## src/core/drive_seq_pkg.sv

```systemverilog
// constants and types of the drive operating state sequencer
`default_nettype none
package drive_seq_pkg;
	localparam int CLK_HZ = 50_000_000;
	localparam int VOLT_W = 12;
	localparam int PCT_W = 8;
	localparam int CUR_W = 12;
	localparam int TMR_W = 32;
	localparam int FIELD_NOM_V = 400;
	localparam int PCT_FULL = 100;
	localparam int FIELD_HALF_DIV = 2;
	localparam int CW_SWITCH_ON = 0;
	localparam int CW_DISCONNECT = 1;
	localparam int CW_FAST_STOP = 2;
	localparam int CW_ENABLE = 3;
	localparam int SW_FAULT = 3;
	localparam int INCH_DELAY_MS = 1;
	localparam int INCH_DELAY_CYC = INCH_DELAY_MS * (CLK_HZ / 1000);
	localparam logic [3:0] ST_RUN = 4'h0;
	localparam logic [3:0] ST_READY = 4'h1;
	localparam logic [3:0] ST_TEST = 4'h3;
	localparam logic [3:0] ST_ARM = 4'h4;
	localparam logic [3:0] ST_FIELD = 4'h5;
	localparam logic [3:0] ST_PRECON = 4'h6;
	localparam logic [3:0] ST_SWON = 4'h7;
	localparam logic [3:0] ST_INHIB = 4'h8;
	localparam logic [3:0] ST_FSTOP = 4'h9;
	localparam logic [3:0] ST_DISC = 4'hA;
	localparam logic [3:0] ST_FAULT = 4'hB;
	typedef enum logic [1:0] {PH_IDLE, PH_ARM, PH_FIELD, PH_DONE} phase_t;
	typedef struct packed {
		logic [3:0] state;
		logic [2:0] sub;
	} opstate_t;
endpackage
`default_nettype wire

```

## src/core/delay_if.sv

```systemverilog
// timer request and expiry carrier between the sequencer and its timers
`default_nettype none
interface delay_if;
	logic start;
	logic run;
	logic [31:0] limit;
	logic expired;
	modport owner (output start, output run, output limit, input expired);
	modport timer (input start, input run, input limit, output expired);
endinterface
`default_nettype wire

```

## src/core/drive_operating_state_sequencer.sv

```systemverilog
// top of the drive operating state sequencer
`default_nettype none
module drive_operating_state_sequencer
#(
	parameter int SUPPLY_WAIT_CYC = 50_000_000,
	parameter int AUX_DELAY_CYC = 5_000_000,
	parameter int BRAKE_DELAY_CYC = 5_000_000,
	parameter int INCH_CYC = drive_seq_pkg::INCH_DELAY_CYC
)
(
	input wire logic clock,
	input wire logic resetn,
	input wire logic ce,
	input wire logic [3:0] controlWord,
	input wire logic switchOnPin,
	input wire logic enablePin,
	input wire logic fastStopPin,
	input wire logic disconnectPin,
	input wire logic [1:0] emergencyStopPin,
	input wire logic contactorCheckbackPin,
	input wire logic fieldReversalBrakePin,
	input wire logic externalFieldOkPin,
	input wire logic external_field_check_input_fn,
	input wire logic contactor_checkback_input_fn,
	input wire logic field_reversal_brake_input_fn,
	input wire logic [drive_seq_pkg::VOLT_W-1:0] armatureVolts,
	input wire logic [drive_seq_pkg::VOLT_W-1:0] fieldVolts,
	input wire logic [drive_seq_pkg::VOLT_W-1:0] nominal_armature_supply_voltage,
	input wire logic [drive_seq_pkg::PCT_W-1:0] undervoltage_threshold_percent,
	input wire logic [drive_seq_pkg::CUR_W-1:0] fieldCurrent,
	input wire logic [drive_seq_pkg::CUR_W-1:0] fieldSetpoint,
	input wire logic [drive_seq_pkg::CUR_W-1:0] rampInputSetpoint,
	input wire logic [drive_seq_pkg::CUR_W-1:0] setpoint_switch_on_threshold,
	input wire logic thyristorCheckSelect,
	input wire logic thyristorCheckDone,
	input wire logic symmetryCheckDone,
	input wire logic auxiliariesOn,
	input wire logic shutdownCmd,
	input wire logic internalShutdown,
	input wire logic inchingActive,
	input wire logic fieldReversalPending,
	input wire logic optimizationRun,
	input wire logic optimizationDone,
	input wire logic peer_link_select_a,
	input wire logic peerTelegramValid,
	input wire logic [15:0] link0_telegram_timeout,
	input wire logic [15:0] link1_telegram_timeout,
	input wire logic link0TelegramValid,
	input wire logic link1TelegramValid,
	input wire logic faultEvent,
	input wire logic [7:0] faultCode,
	output logic [3:0] operating_state_display,
	output logic [2:0] subState,
	output logic [7:0] faultNumber,
	output logic faultLamp,
	output logic fault_output_fn,
	output logic [15:0] drive_status_word,
	output logic runEnable
);
	import drive_seq_pkg::*;
	initial
	begin
		if (SUPPLY_WAIT_CYC < 1 || AUX_DELAY_CYC < 1 || BRAKE_DELAY_CYC < 1 || INCH_CYC < 1)
			$error("delay counts must be at least one cycle");
	end
	// ----------------------------------------
	// pin synchronisation
	// ----------------------------------------
	logic [10:0] pinRaw, pinS;
	assign pinRaw = {switchOnPin, enablePin, fastStopPin, disconnectPin, emergencyStopPin,
		contactorCheckbackPin, fieldReversalBrakePin, externalFieldOkPin, auxiliariesOn, shutdownCmd};
	sync2 #(.W(11)) u_sync (.clock(clock), .resetn(resetn), .d(pinRaw), .q(pinS));
	logic swOnS, enS, fstopS, discS, contS, frbS, extFieldS, auxS, shutS;
	logic [1:0] estopS;
	assign {swOnS, enS, fstopS, discS, estopS, contS, frbS, extFieldS, auxS, shutS} = pinS;
	// ----------------------------------------
	// thresholds
	// ----------------------------------------
	// cross-multiplying instead of dividing keeps the percentage exact
	function automatic logic above(input logic [VOLT_W-1:0] v, input logic [VOLT_W-1:0] nom,
		input logic [PCT_W-1:0] pct);
		logic [VOLT_W+PCT_W-1:0] lhs;
		logic [VOLT_W+PCT_W-1:0] rhs;
		lhs = (VOLT_W+PCT_W)'(v) * (VOLT_W+PCT_W)'(PCT_FULL);
		rhs = (VOLT_W+PCT_W)'(nom) * (VOLT_W+PCT_W)'(pct);
		above = lhs > rhs;
	endfunction
	logic armOk, fieldCurOk, fieldVoltOk, setpointOk;
	assign armOk = above(armatureVolts, nominal_armature_supply_voltage, undervoltage_threshold_percent);
	assign fieldCurOk = ({1'b0, fieldCurrent} * (CUR_W+1)'(FIELD_HALF_DIV)) > {1'b0, fieldSetpoint}
		&& (!external_field_check_input_fn || extFieldS);
	assign fieldVoltOk = above(fieldVolts, VOLT_W'(FIELD_NOM_V), undervoltage_threshold_percent);
	assign setpointOk = rampInputSetpoint <= setpoint_switch_on_threshold;
	// ----------------------------------------
	// latches and handshakes
	// ----------------------------------------
	logic fsLatch_ff, nxt_fsLatch, fsWithdrawn_ff, nxt_fsWithdrawn;
	logic inhibit_ff, nxt_inhibit, fault_ff, nxt_fault, brakeSeen_ff, nxt_brakeSeen;
	logic link0Seen_ff, nxt_link0Seen, link1Seen_ff, nxt_link1Seen, peerSeen_ff, nxt_peerSeen;
	logic inchPrev_ff, nxt_inchPrev;
	logic [7:0] faultNum_ff, nxt_faultNum;
	logic timeoutFault;
	logic fsActive;
	assign fsActive = fstopS || controlWord[CW_FAST_STOP];
	always_comb
	begin
		nxt_fsLatch = fsLatch_ff;
		nxt_fsWithdrawn = fsWithdrawn_ff;
		if (fsActive)
		begin
			nxt_fsLatch = 1'b1;
			nxt_fsWithdrawn = 1'b0;
		end
		else if (fsLatch_ff && !fsWithdrawn_ff)
			nxt_fsWithdrawn = 1'b1;
		else if (fsLatch_ff && shutS)
		begin
			nxt_fsLatch = 1'b0;
			nxt_fsWithdrawn = 1'b0;
		end
		nxt_inhibit = inhibit_ff;
		if (fsActive || discS || controlWord[CW_DISCONNECT] || fault_ff)
			nxt_inhibit = 1'b1;
		else if (shutS)
			nxt_inhibit = 1'b0;
		nxt_brakeSeen = brakeSeen_ff;
		if (field_reversal_brake_input_fn && frbS)
			nxt_brakeSeen = 1'b1;
		else if (!frbS)
			nxt_brakeSeen = 1'b0;
		nxt_link0Seen = link0Seen_ff || link0TelegramValid;
		nxt_link1Seen = link1Seen_ff || link1TelegramValid;
		nxt_peerSeen = peerSeen_ff || peerTelegramValid;
		nxt_fault = fault_ff || faultEvent || timeoutFault;
		nxt_faultNum = faultNum_ff;
		if (faultEvent && !fault_ff)
			nxt_faultNum = faultCode;
		// hold keeps the withdrawal delay running after the command drops
		nxt_inchPrev = inchingActive || (inchPrev_ff && !inchIf.expired);
	end
	always_ff @(posedge clock)
	begin
		if (!resetn)
		begin
			fsLatch_ff <= 1'b0;
			fsWithdrawn_ff <= 1'b0;
			inhibit_ff <= 1'b1;
			brakeSeen_ff <= 1'b0;
			link0Seen_ff <= 1'b0;
			link1Seen_ff <= 1'b0;
			peerSeen_ff <= 1'b0;
			fault_ff <= 1'b0;
			faultNum_ff <= 8'h00;
			inchPrev_ff <= 1'b0;
		end
		else if (ce)
		begin
			fsLatch_ff <= nxt_fsLatch;
			fsWithdrawn_ff <= nxt_fsWithdrawn;
			inhibit_ff <= nxt_inhibit;
			brakeSeen_ff <= nxt_brakeSeen;
			link0Seen_ff <= nxt_link0Seen;
			link1Seen_ff <= nxt_link1Seen;
			peerSeen_ff <= nxt_peerSeen;
			fault_ff <= nxt_fault;
			faultNum_ff <= nxt_faultNum;
			inchPrev_ff <= nxt_inchPrev;
		end
	end
	// ----------------------------------------
	// timers
	// ----------------------------------------
	delay_if supIf();
	delay_if auxIf();
	delay_if brkIf();
	delay_if inchIf();
	seq_timer u_sup (.clock(clock), .resetn(resetn), .ce(ce), .tmr(supIf.timer));
	seq_timer u_aux (.clock(clock), .resetn(resetn), .ce(ce), .tmr(auxIf.timer));
	seq_timer u_brk (.clock(clock), .resetn(resetn), .ce(ce), .tmr(brkIf.timer));
	seq_timer u_inch (.clock(clock), .resetn(resetn), .ce(ce), .tmr(inchIf.timer));
	// ----------------------------------------
	// state evaluation, highest pending wins
	// ----------------------------------------
	opstate_t st;
	logic waitArm, waitField;
	always_comb
	begin
		st = '{state: ST_RUN, sub: 3'h0};
		if (fault_ff)
			st = '{state: ST_FAULT, sub: 3'h0};
		else if (discS || controlWord[CW_DISCONNECT] || estopS != 2'b00
			|| (peer_link_select_a && !peerSeen_ff)
			|| (link1_telegram_timeout != 16'h0000 && !link1Seen_ff)
			|| (link0_telegram_timeout != 16'h0000 && !link0Seen_ff))
		begin
			st.state = ST_DISC;
			if (discS) st.sub = 3'h0;
			else if (controlWord[CW_DISCONNECT]) st.sub = 3'h1;
			else if (estopS != 2'b00) st.sub = 3'h2;
			else if (peer_link_select_a && !peerSeen_ff) st.sub = 3'h3;
			else if (link1_telegram_timeout != 16'h0000 && !link1Seen_ff) st.sub = 3'h4;
			else st.sub = 3'h5;
		end
		else if (fsActive || fsLatch_ff)
			st = '{state: ST_FSTOP, sub: fstopS ? 3'h0 : (controlWord[CW_FAST_STOP] ? 3'h1 : 3'h2)};
		else if (inhibit_ff)
			st = '{state: ST_INHIB, sub: 3'h0};
		else if (!(swOnS || controlWord[CW_SWITCH_ON]))
			st = '{state: ST_SWON, sub: 3'h0};
		else if (internalShutdown || brakeSeen_ff)
			st = '{state: ST_SWON, sub: 3'h2};
		else if (!auxS || !auxIf.expired)
			st = '{state: ST_PRECON, sub: 3'h0};
		else if (!setpointOk)
			st = '{state: ST_PRECON, sub: 3'h1};
		else if (!armOk)
			st = '{state: ST_ARM, sub: 3'h0};
		else if (!fieldCurOk)
			st = '{state: ST_FIELD, sub: 3'h0};
		else if (!fieldVoltOk)
			st = '{state: ST_FIELD, sub: 3'h1};
		else if (thyristorCheckSelect && !thyristorCheckDone)
			st = '{state: ST_TEST, sub: 3'h0};
		else if (!symmetryCheckDone)
			st = '{state: ST_TEST, sub: 3'h1};
		else if (!enS)
			st = '{state: ST_READY, sub: 3'h1};
		else if (!controlWord[CW_ENABLE])
			st = '{state: ST_READY, sub: 3'h2};
		else if (inchingActive || (inchIf.run && !inchIf.expired))
			st = '{state: ST_READY, sub: 3'h3};
		else if (fieldReversalPending)
			st = '{state: ST_READY, sub: 3'h4};
		else if (optimizationRun && !optimizationDone)
			st = '{state: ST_READY, sub: 3'h5};
		else if (contactor_checkback_input_fn && !contS)
			st = '{state: ST_READY, sub: 3'h6};
		else if (!brkIf.expired)
			st = '{state: ST_READY, sub: 3'h0};
	end
	assign waitArm = st.state == ST_ARM;
	assign waitField = st.state == ST_FIELD;
	// supply timer runs across both waits; expiry is a fault
	assign supIf.start = 1'b0;
	assign supIf.run = waitArm || waitField;
	assign supIf.limit = 32'(SUPPLY_WAIT_CYC);
	assign timeoutFault = supIf.expired && supIf.run;
	assign auxIf.start = 1'b0;
	assign auxIf.run = auxS;
	assign auxIf.limit = 32'(AUX_DELAY_CYC);
	assign inchIf.start = inchingActive;
	assign inchIf.run = inchingActive || inchPrev_ff;
	assign inchIf.limit = 32'(INCH_CYC);
	assign brkIf.start = 1'b0;
	assign brkIf.run = st.state == ST_RUN || (st.state == ST_READY && st.sub == 3'h0);
	assign brkIf.limit = 32'(BRAKE_DELAY_CYC);
	// ----------------------------------------
	// outputs
	// ----------------------------------------
	logic [3:0] disp_ff;
	logic [2:0] sub_ff;
	logic run_ff;
	always_ff @(posedge clock)
	begin
		if (!resetn)
		begin
			disp_ff <= ST_FAULT;
			sub_ff <= 3'h0;
			run_ff <= 1'b0;
		end
		else if (ce)
		begin
			disp_ff <= st.state;
			sub_ff <= st.sub;
			run_ff <= st.state == ST_RUN;
		end
	end
	assign operating_state_display = disp_ff;
	assign subState = sub_ff;
	assign runEnable = run_ff;
	assign faultNumber = faultNum_ff;
	assign faultLamp = fault_ff;
	assign fault_output_fn = !fault_ff;
	assign drive_status_word = 16'(fault_ff) << SW_FAULT;
	a_fault_outputs: assert property (@(posedge clock) disable iff (!resetn)
		fault_ff |-> !fault_output_fn && drive_status_word[SW_FAULT] && faultLamp)
		else $error("fault outputs wrong");
	a_fault_display: assert property (@(posedge clock) disable iff (!resetn)
		ce && fault_ff |=> operating_state_display == ST_FAULT)
		else $error("fault state not shown");
	a_enable_gate: assert property (@(posedge clock) disable iff (!resetn)
		ce && !controlWord[CW_ENABLE] |=> !runEnable)
		else $error("run without enable bit");
	a_disc_bit: assert property (@(posedge clock) disable iff (!resetn)
		ce && !fault_ff && controlWord[CW_DISCONNECT] |=> operating_state_display == ST_DISC)
		else $error("disconnect not entered");
	a_fstop_bit: assert property (@(posedge clock) disable iff (!resetn)
		ce && fsActive && st.state != ST_FAULT && st.state != ST_DISC |=> operating_state_display == ST_FSTOP)
		else $error("fast stop not entered");
	a_fstop_latch: assert property (@(posedge clock) disable iff (!resetn)
		fsLatch_ff && !shutS |=> fsLatch_ff)
		else $error("fast stop latch lost");
	a_arm_wait: assert property (@(posedge clock) disable iff (!resetn)
		ce && st.state == ST_ARM |=> !runEnable)
		else $error("ran during supply wait");
	a_estop_hold: assert property (@(posedge clock) disable iff (!resetn)
		ce && !fault_ff && estopS != 2'b00 |=> operating_state_display == ST_DISC)
		else $error("emergency stop ignored");
	c_run: cover property (@(posedge clock) runEnable);
	c_fault: cover property (@(posedge clock) fault_ff);
	c_fstop: cover property (@(posedge clock) operating_state_display == ST_FSTOP);
endmodule
`default_nettype wire

```

## src/core/seq_timer.sv

```systemverilog
// run-time counter that flags when a loaded limit has elapsed
`default_nettype none
module seq_timer
(
	input wire logic clock,
	input wire logic resetn,
	input wire logic ce,
	delay_if.timer tmr
);
	import drive_seq_pkg::*;
	logic [TMR_W-1:0] count_ff, nxt_count;
	logic done_ff, nxt_done;
	always_comb
	begin
		nxt_count = count_ff;
		nxt_done = done_ff;
		if (tmr.start || !tmr.run)
		begin
			nxt_count = '0;
			nxt_done = 1'b0;
		end
		else if (count_ff >= tmr.limit)
			nxt_done = 1'b1;
		else
			nxt_count = count_ff + 32'h1;
	end
	always_ff @(posedge clock)
	begin
		if (!resetn)
		begin
			count_ff <= '0;
			done_ff <= 1'b0;
		end
		else if (ce)
		begin
			count_ff <= nxt_count;
			done_ff <= nxt_done;
		end
	end
	assign tmr.expired = done_ff;
endmodule
`default_nettype wire

```

## src/core/sync2.sv

```systemverilog
// two-stage synchroniser for a bus of pin levels
`default_nettype none
module sync2 #(parameter int W = 1)
(
	input wire logic clock,
	input wire logic resetn,
	input wire logic [W-1:0] d,
	output logic [W-1:0] q
);
	logic [W-1:0] meta_ff, sync_ff;
	always_ff @(posedge clock)
	begin
		if (!resetn)
		begin
			meta_ff <= '0;
			sync_ff <= '0;
		end
		else
		begin
			meta_ff <= d;
			sync_ff <= meta_ff;
		end
	end
	assign q = sync_ff;
endmodule
`default_nettype wire

```

## config.mk

```make
export PLATFORM = sky130hd
export DESIGN_NAME = drive_operating_state_sequencer
export DESIGN_NICKNAME = d
export VERILOG_FILES = /design/src/core/drive_seq_pkg.sv /design/src/core/delay_if.sv /design/src/core/drive_operating_state_sequencer.sv /design/src/core/seq_timer.sv /design/src/core/sync2.sv
export SDC_FILE = /design/constraint.sdc
export NUM_CORES = 1
export LEC_CHECK = 0
export CAP_MARGIN = 20
export CORE_UTILIZATION = 40
export CTS_CLUSTER_DIAMETER = 60
export DETAILED_ROUTE_END_ITERATION = 8
export DONT_BUFFER_PORTS = 1
export PLACE_DENSITY_LB_ADDON = 0.25
export SETUP_SLACK_MARGIN = 0.1
export SLEW_MARGIN = 20
export SYNTH_ARGS = -nofsm -noshare
export SYNTH_HDL_FRONTEND = slang
export SYNTH_HIERARCHICAL = 1
export SYNTH_SLANG_ARGS = --single-unit
```

## constraint.sdc

```tcl
create_clock -name clock -period 19.55 [get_ports clock]
set_clock_uncertainty 0.2 [all_clocks]
set_input_delay 1.955 -clock clock [delete_from_list [all_inputs] [get_ports clock]]
set_output_delay 1.955 -clock clock [all_outputs]
set_load 0.02 [all_outputs]
```

==> qor.yml, run 1 <==
hold-worst-slack_ns: 0.235
io_pins: 200
min_period_ns: 9.90
antenna_left: 0
routed-via-count: 18300
viasPerCell: 5.55
dieArea_sq_um: 51400
clkLatencyLatePin_ns: 0.47
avgSynthCellArea_sq_um: 7.95
synth_edf_count: 0
ys_warn_count: 6
grt_overflow: 0
mostFrequentLayoutCells: "inv_1, ha_1, nand2_1"
avgRoutedWirePerCell_microns: 16.1
place_ws_ns: 8.82
cp-startpoint: "nominal_armature_supply_voltage[1]"
min_period_over_period_pct: 50.6
ctsHtreeMaxLevel: 4
powerDensity_nw_per_um2: 66.3
antenna_found_initial: 6
drive_gt1_share_pct: 3.00
cp.arrival_ns: 10.08
ys_seq_elements: 179
critPathLaunchType: "input port"
worstMarginPinSlew_ns: 1.13
syn_area_sq_um: 20200
die_x_microns: 227
cap_violations: 0
hp-start: "u_sync/meta_ff[10]"
start_util_pct: 40.9
clockBufferDepth: 2
netlist_instances: 2540
die_y_microns: 227
rsz0062_at_grt: "no"
grt_pass1_vias: 17900
slew_headroom_pct: 24.5
drt_iter0_drc: 1205
grt_util_met2_pct: 36.2
async_reset_ff_share_pct: 0
io_buffers: 0
cts_root_buf: "clkbuf_16"
grt_use_total_pct: 20.7
synth_cell_types: 82
ctsResizeCount: 0
cp-end-kind: "register"
use_met3_pct: 3.24
wirelength_mm: 53.1
postPlaceCellArea_sq_um: 21200
core_sq_um: 49400
worstSetupPathType: "input port to register"
max-vdd-ir-drop_mv: 0.0692
grt_pass1_wl_mm: 86.7
drv_slew: 0
r2r-start: "link1Seen_ff"
drcViolationCount: 0
ys.flop_type: "dfxtp_1"
fin_tns_setup_ns: 0
dp_hpwl_mm: 41.5
row_count: 81
cts_setup_buffers: 0
layout_setup_ws_ns: 9.65
ys_seq_area_share_pct: 17.7
firstDrtPassIters: 6
cpMaxStageDelayCell: "nor2b_2"
grtUsageMet1_pct: 25.4
stdcell_area_sq_um: 21700
holdBufCountCts: 0
grt_busiest_layer: "met2"
p_leak_uw: 0.00974
clk_pin_slew_ns: 0.07
numCtsBuffers: 17
grt_max_degree: 117
final_common_cell: "inv_1"
p_total_uw: 1440
clock_sinks: 179
area_growth_pct: 7.69
cp_slowest_stage_delay_ns: 0.63
setup_viol: 0
cts_tree: "done"
hold_class: "register to register"
fmax_mhz: 101
status: "complete, no violations"
num-nets-final: 3203
hold_violations: 0
gp_congestion: 0.880
path_max_fanout: 16
required_ns: 19.73
## cell families after synthesis
logic type | synth area share [%]
other | 0.0372
AO/OA/AOI/OAI | 18.3
AND/OR/NAND/NOR | 23.9
adder cells (fa/ha/maj) | 28.4
buffers and inverters | 9.15
XOR/XNOR | 1.86
flip-flops | 17.7
multiplexers | 0.496
## synthesized netlist by cell type, types with 15 or more instances
cell      instances  area share [%]
a211oi_1         16            0.59
a21o_1           16            0.59
a21oi_1         144             3.6
a31oi_1          42             1.3
and2_1           94             2.9
and2_2           16            0.59
and3_1           38             1.2
buf_4            20            0.74
clkbuf_1         57             1.1
dfxtp_1         179              18
fa_1             77             7.6
ha_1            336              21
inv_1           368             6.8
nand2_1         198             3.7
nand2b_1         20            0.62
nand3_1          87             2.2
nand4_1          67             2.1
nor2_1          133             2.5
nor2b_1          47             1.5
nor3_1           35            0.87
nor4_1           64             2.0
o211ai_1         18            0.67
o21a_1           32             1.2
o21ai_0          74             1.8
o21ai_1          17            0.42
o311ai_0         16            0.69
o31a_1           22            0.95
or3_1            21            0.65
or4_1            20            0.74
xnor2_1          28             1.2
xor2_1           15            0.65
## critical path: cells and delay by family
kind / cells / cell delay (ns)
and+or+nand+nor: 8 / 3.21
adders and majority gates: 6 / 2.59
AOI/OAI and AO/OA: 11 / 1.99
buffers and inverters: 3 / 0.16
xor gates and xnor gates: 1 / 0.15
## metrics by stage
stage	utilization (%)	std cells
2_1_floorplan	-	2687
3_3_place_gp	42.9	3269
3_5_place_dp	42.9	3269
4_1_cts	44.0	3301
5_1_grt	44.1	3304
6_report	44.1	3304
## final cells by class
type	count	area, sq um
fill	4937	27600
multi-input combinational	2049	15300
sequential	179	3580
inverter	372	1400
tap	664	831
clock buffer	18	439
clock inverter	14	135
timing repair buffer	5	37.5
antenna	3	7.51
## registers in the layout, indices dropped and copies added (netlist names)
signal                   count
brakeSeen_ff                 1
faultLamp                    1
faultNumber                  8
fsLatch_ff                   1
fsWithdrawn_ff               1
inchPrev_ff                  1
inhibit_ff                   1
link0Seen_ff                 1
link1Seen_ff                 1
operating_state_display      4
peerSeen_ff                  1
runEnable                    1
subState                     3
u_aux/count_ff              32
u_aux/tmr.expired            1
u_brk/count_ff              32
u_brk/tmr.expired            1
u_inch/count_ff             32
u_inch/tmr.expired           1
u_sup/count_ff              32
u_sup/tmr.expired            1
u_sync/meta_ff              11
u_sync/q                    11
## per-layer routing
layer,share of wire [%],up-vias
met4,2.8,2
met5,0.019,-
met2,48,532
met3,5.7,96
li1,-,9065
met1,44,8650
## report_power, final
| part | switching [uW] | internal [uW] |
|---|---|---|
| sequential | 6.09 | 370 |
| combinational | 410 | 306 |
| clock | 178 | 173 |
| total | 594 | 849 |
## final timing paths
path	cells after the start	slack (ns)	to
max reg2reg	12	14.95	u_brk/count_ff[18]
max	29	9.65	u_brk/count_ff[18]
min reg2reg	1	0.23	u_sync/q[10]
min	1	0.23	u_sync/q[10]
No activity file was read; power rests on OpenSTA's default activity.
==> run 2, diff against run 1 <==
clock period = 8.6 ns   (was 19.55 ns; I/O delays follow)
==> run 2 against run 1 <==
Effect of this change:
- register-to-register slack got worse by 10 ns
- non-clock buffer count rose by 12
- hold slack improved by 0.0022 ns
- total power up 130%
- global-route usage shrank 0.10 points
- sequential power grew 130%
- clock power grew 130%
- sequential share of layout area shrank 0.094 points
- flip-flop and latch count unchanged
==> qor.yml, run 2 (synthesized netlist as in run 1, its figures left out) <==
status: "complete, no violations"
cp.arrival_ns: 8.24
grt_pass1_vias: 17700
clock_sinks: 179
worstSetupPathType: "input port to register"
reg2reg_slack_ns: 4.67
reg2reg_depth: 14
powerDensity_nw_per_um2: 151
cpMaxStageDelayCell: "or4b_4"
cp_slowest_stage_delay_ns: 0.58
min_period_over_period_pct: 93.6
area_growth_pct: 8.31
antenna_left: 0
hold-worst-slack_ns: 0.237
clockBufferDepth: 2
dieArea_sq_um: 51400
grt_overflow: 0
place_ws_ns: -0.00872
gp_congestion: 0.852
clk_pin_slew_ns: 0.07
max-vdd-ir-drop_mv: 0.143
hold_class: "register to register"
drcViolationCount: 0
mostFrequentLayoutCells: "inv_1, ha_1, nand2_1"
required_ns: 8.79
drt_iter0_drc: 1163
avgRoutedWirePerCell_microns: 15.9
ctsHtreeMaxLevel: 4
cts_tree: "done"
start_util_pct: 40.9
critPathLaunchType: "input port"
slew_headroom_pct: 25.0
p_leak_uw: 0.00981
io_pins: 200
routed-via-count: 18300
cts_setup_buffers: 0
fmax_mhz: 124
worstMarginPinSlew_ns: 1.12
viasPerCell: 5.51
clkLatencyLatePin_ns: 0.45
layout_setup_ws_ns: 0.551
cp-end-kind: "register"
endpoint: "u_brk/count_ff[12]"
grt_max_degree: 117
final_common_cell: "inv_1"
grt_pass1_wl_mm: 86.5
min_period_ns: 8.05
wirelength_mm: 52.8
r2r-start: "link1Seen_ff"
core_sq_um: 49400
cap_violations: 0
post-route-util_pct: 44.3
setup_viol: 0
die_y_microns: 227
num-nets-final: 3215
r2r-end: "u_brk/count_ff[12]"
die_x_microns: 227
firstDrtPassIters: 6
io_buffers: 0
fill_cells: 4940
antenna_found_initial: 6
grt_use_total_pct: 20.6
cts_root_buf: "clkbuf_16"
drive_gt1_share_pct: 3.51
numCtsBuffers: 17
drv_slew: 0
rsz0062_at_grt: "yes"
path_max_fanout: 8
hold_violations: 0
dp_hpwl_mm: 41.6
cp-startpoint: "nominal_armature_supply_voltage[1]"
row_count: 81
[run 2: cell count changes in the layout (fill, tap and decap cells not counted), sizes merged]
cell	delta
buf	+12
diode	-1
bufinv	+1
inv	-2
clkinv	+1
[run 2: final cells by class]
cell class / instances / area [sq um] / area share (%)
antenna: 2 / 5.00 / 0.0229
clock buffer: 18 / 439 / 2.01
clock inverter: 14 / 163 / 0.744
inverter: 372 / 1400 / 6.38
multi-input combinational: 2049 / 15300 / 70.1
sequential: 179 / 3580 / 16.4
tap: 664 / 831 / 3.80
timing repair buffer: 17 / 128 / 0.583
[run 2: layer usage]
layer / global-route usage, % / vias up / wire length, microns
li1: - / 9055 / -
met1: 25.9 / 8602 / 23500
met2: 36.2 / 530 / 25400
met3: 3.06 / 72 / 2960
met4: 5.91 / 2 / 996
met5: 0 / - / 10
[run 2: worst max-delay path: cells and delay by family]
family          cells  cell delay [ns]
compound gates     10             1.84
fa+ha+maj           6             2.58
simple gates       11             2.64
xor+xnor            1             0.15
buf+inv             3             0.14
[run 2: through the flow]
stage	power (uW)	TNS, ns	cells	area (sq um)
2_1_floorplan	2180	0	2687	20700
3_3_place_gp	2450	0	3281	21300
3_5_place_dp	2500	-0.00872	3281	21300
4_1_cts	3330	0	3313	21900
5_1_grt	3610	0	3315	21900
6_report	3300	0	3315	21900
[run 2: what timing repair did]
| item | in CTS | in global routing |
|---|---|---|
| gates resized for setup | 0 | 3 |
| hold buffers | 0 | 0 |
| hold endpoints to repair | 0 | 0 |
| endpoints found under the setup margin | 0 | 30 |
[run 2: where the power goes]
group / switching, uW / internal [uW] / total [uW]
clock network: 393 / 422 / 815
registers: 13.9 / 840 / 854
logic: 929 / 705 / 1630
[run 2: worst min-delay path by stage]
| stage | from | end | slack [ns] | depth (start not counted) |
|---|---|---|---|---|
| finish | u_sync/meta_ff[10] | u_sync/q[10] | 0.24 | 1 |
| global placement | u_sync/meta_ff[10] | u_sync/q[10] | 0.22 | 1 |
| floorplan | u_sync/meta_ff[10] | u_sync/q[10] | 0.21 | 1 |
| detailed placement | u_sync/meta_ff[10] | u_sync/q[10] | 0.22 | 1 |
| global route | u_sync/meta_ff[10] | u_sync/q[10] | 0.25 | 1 |
| CTS | u_sync/meta_ff[10] | u_sync/q[10] | 0.24 | 1 |
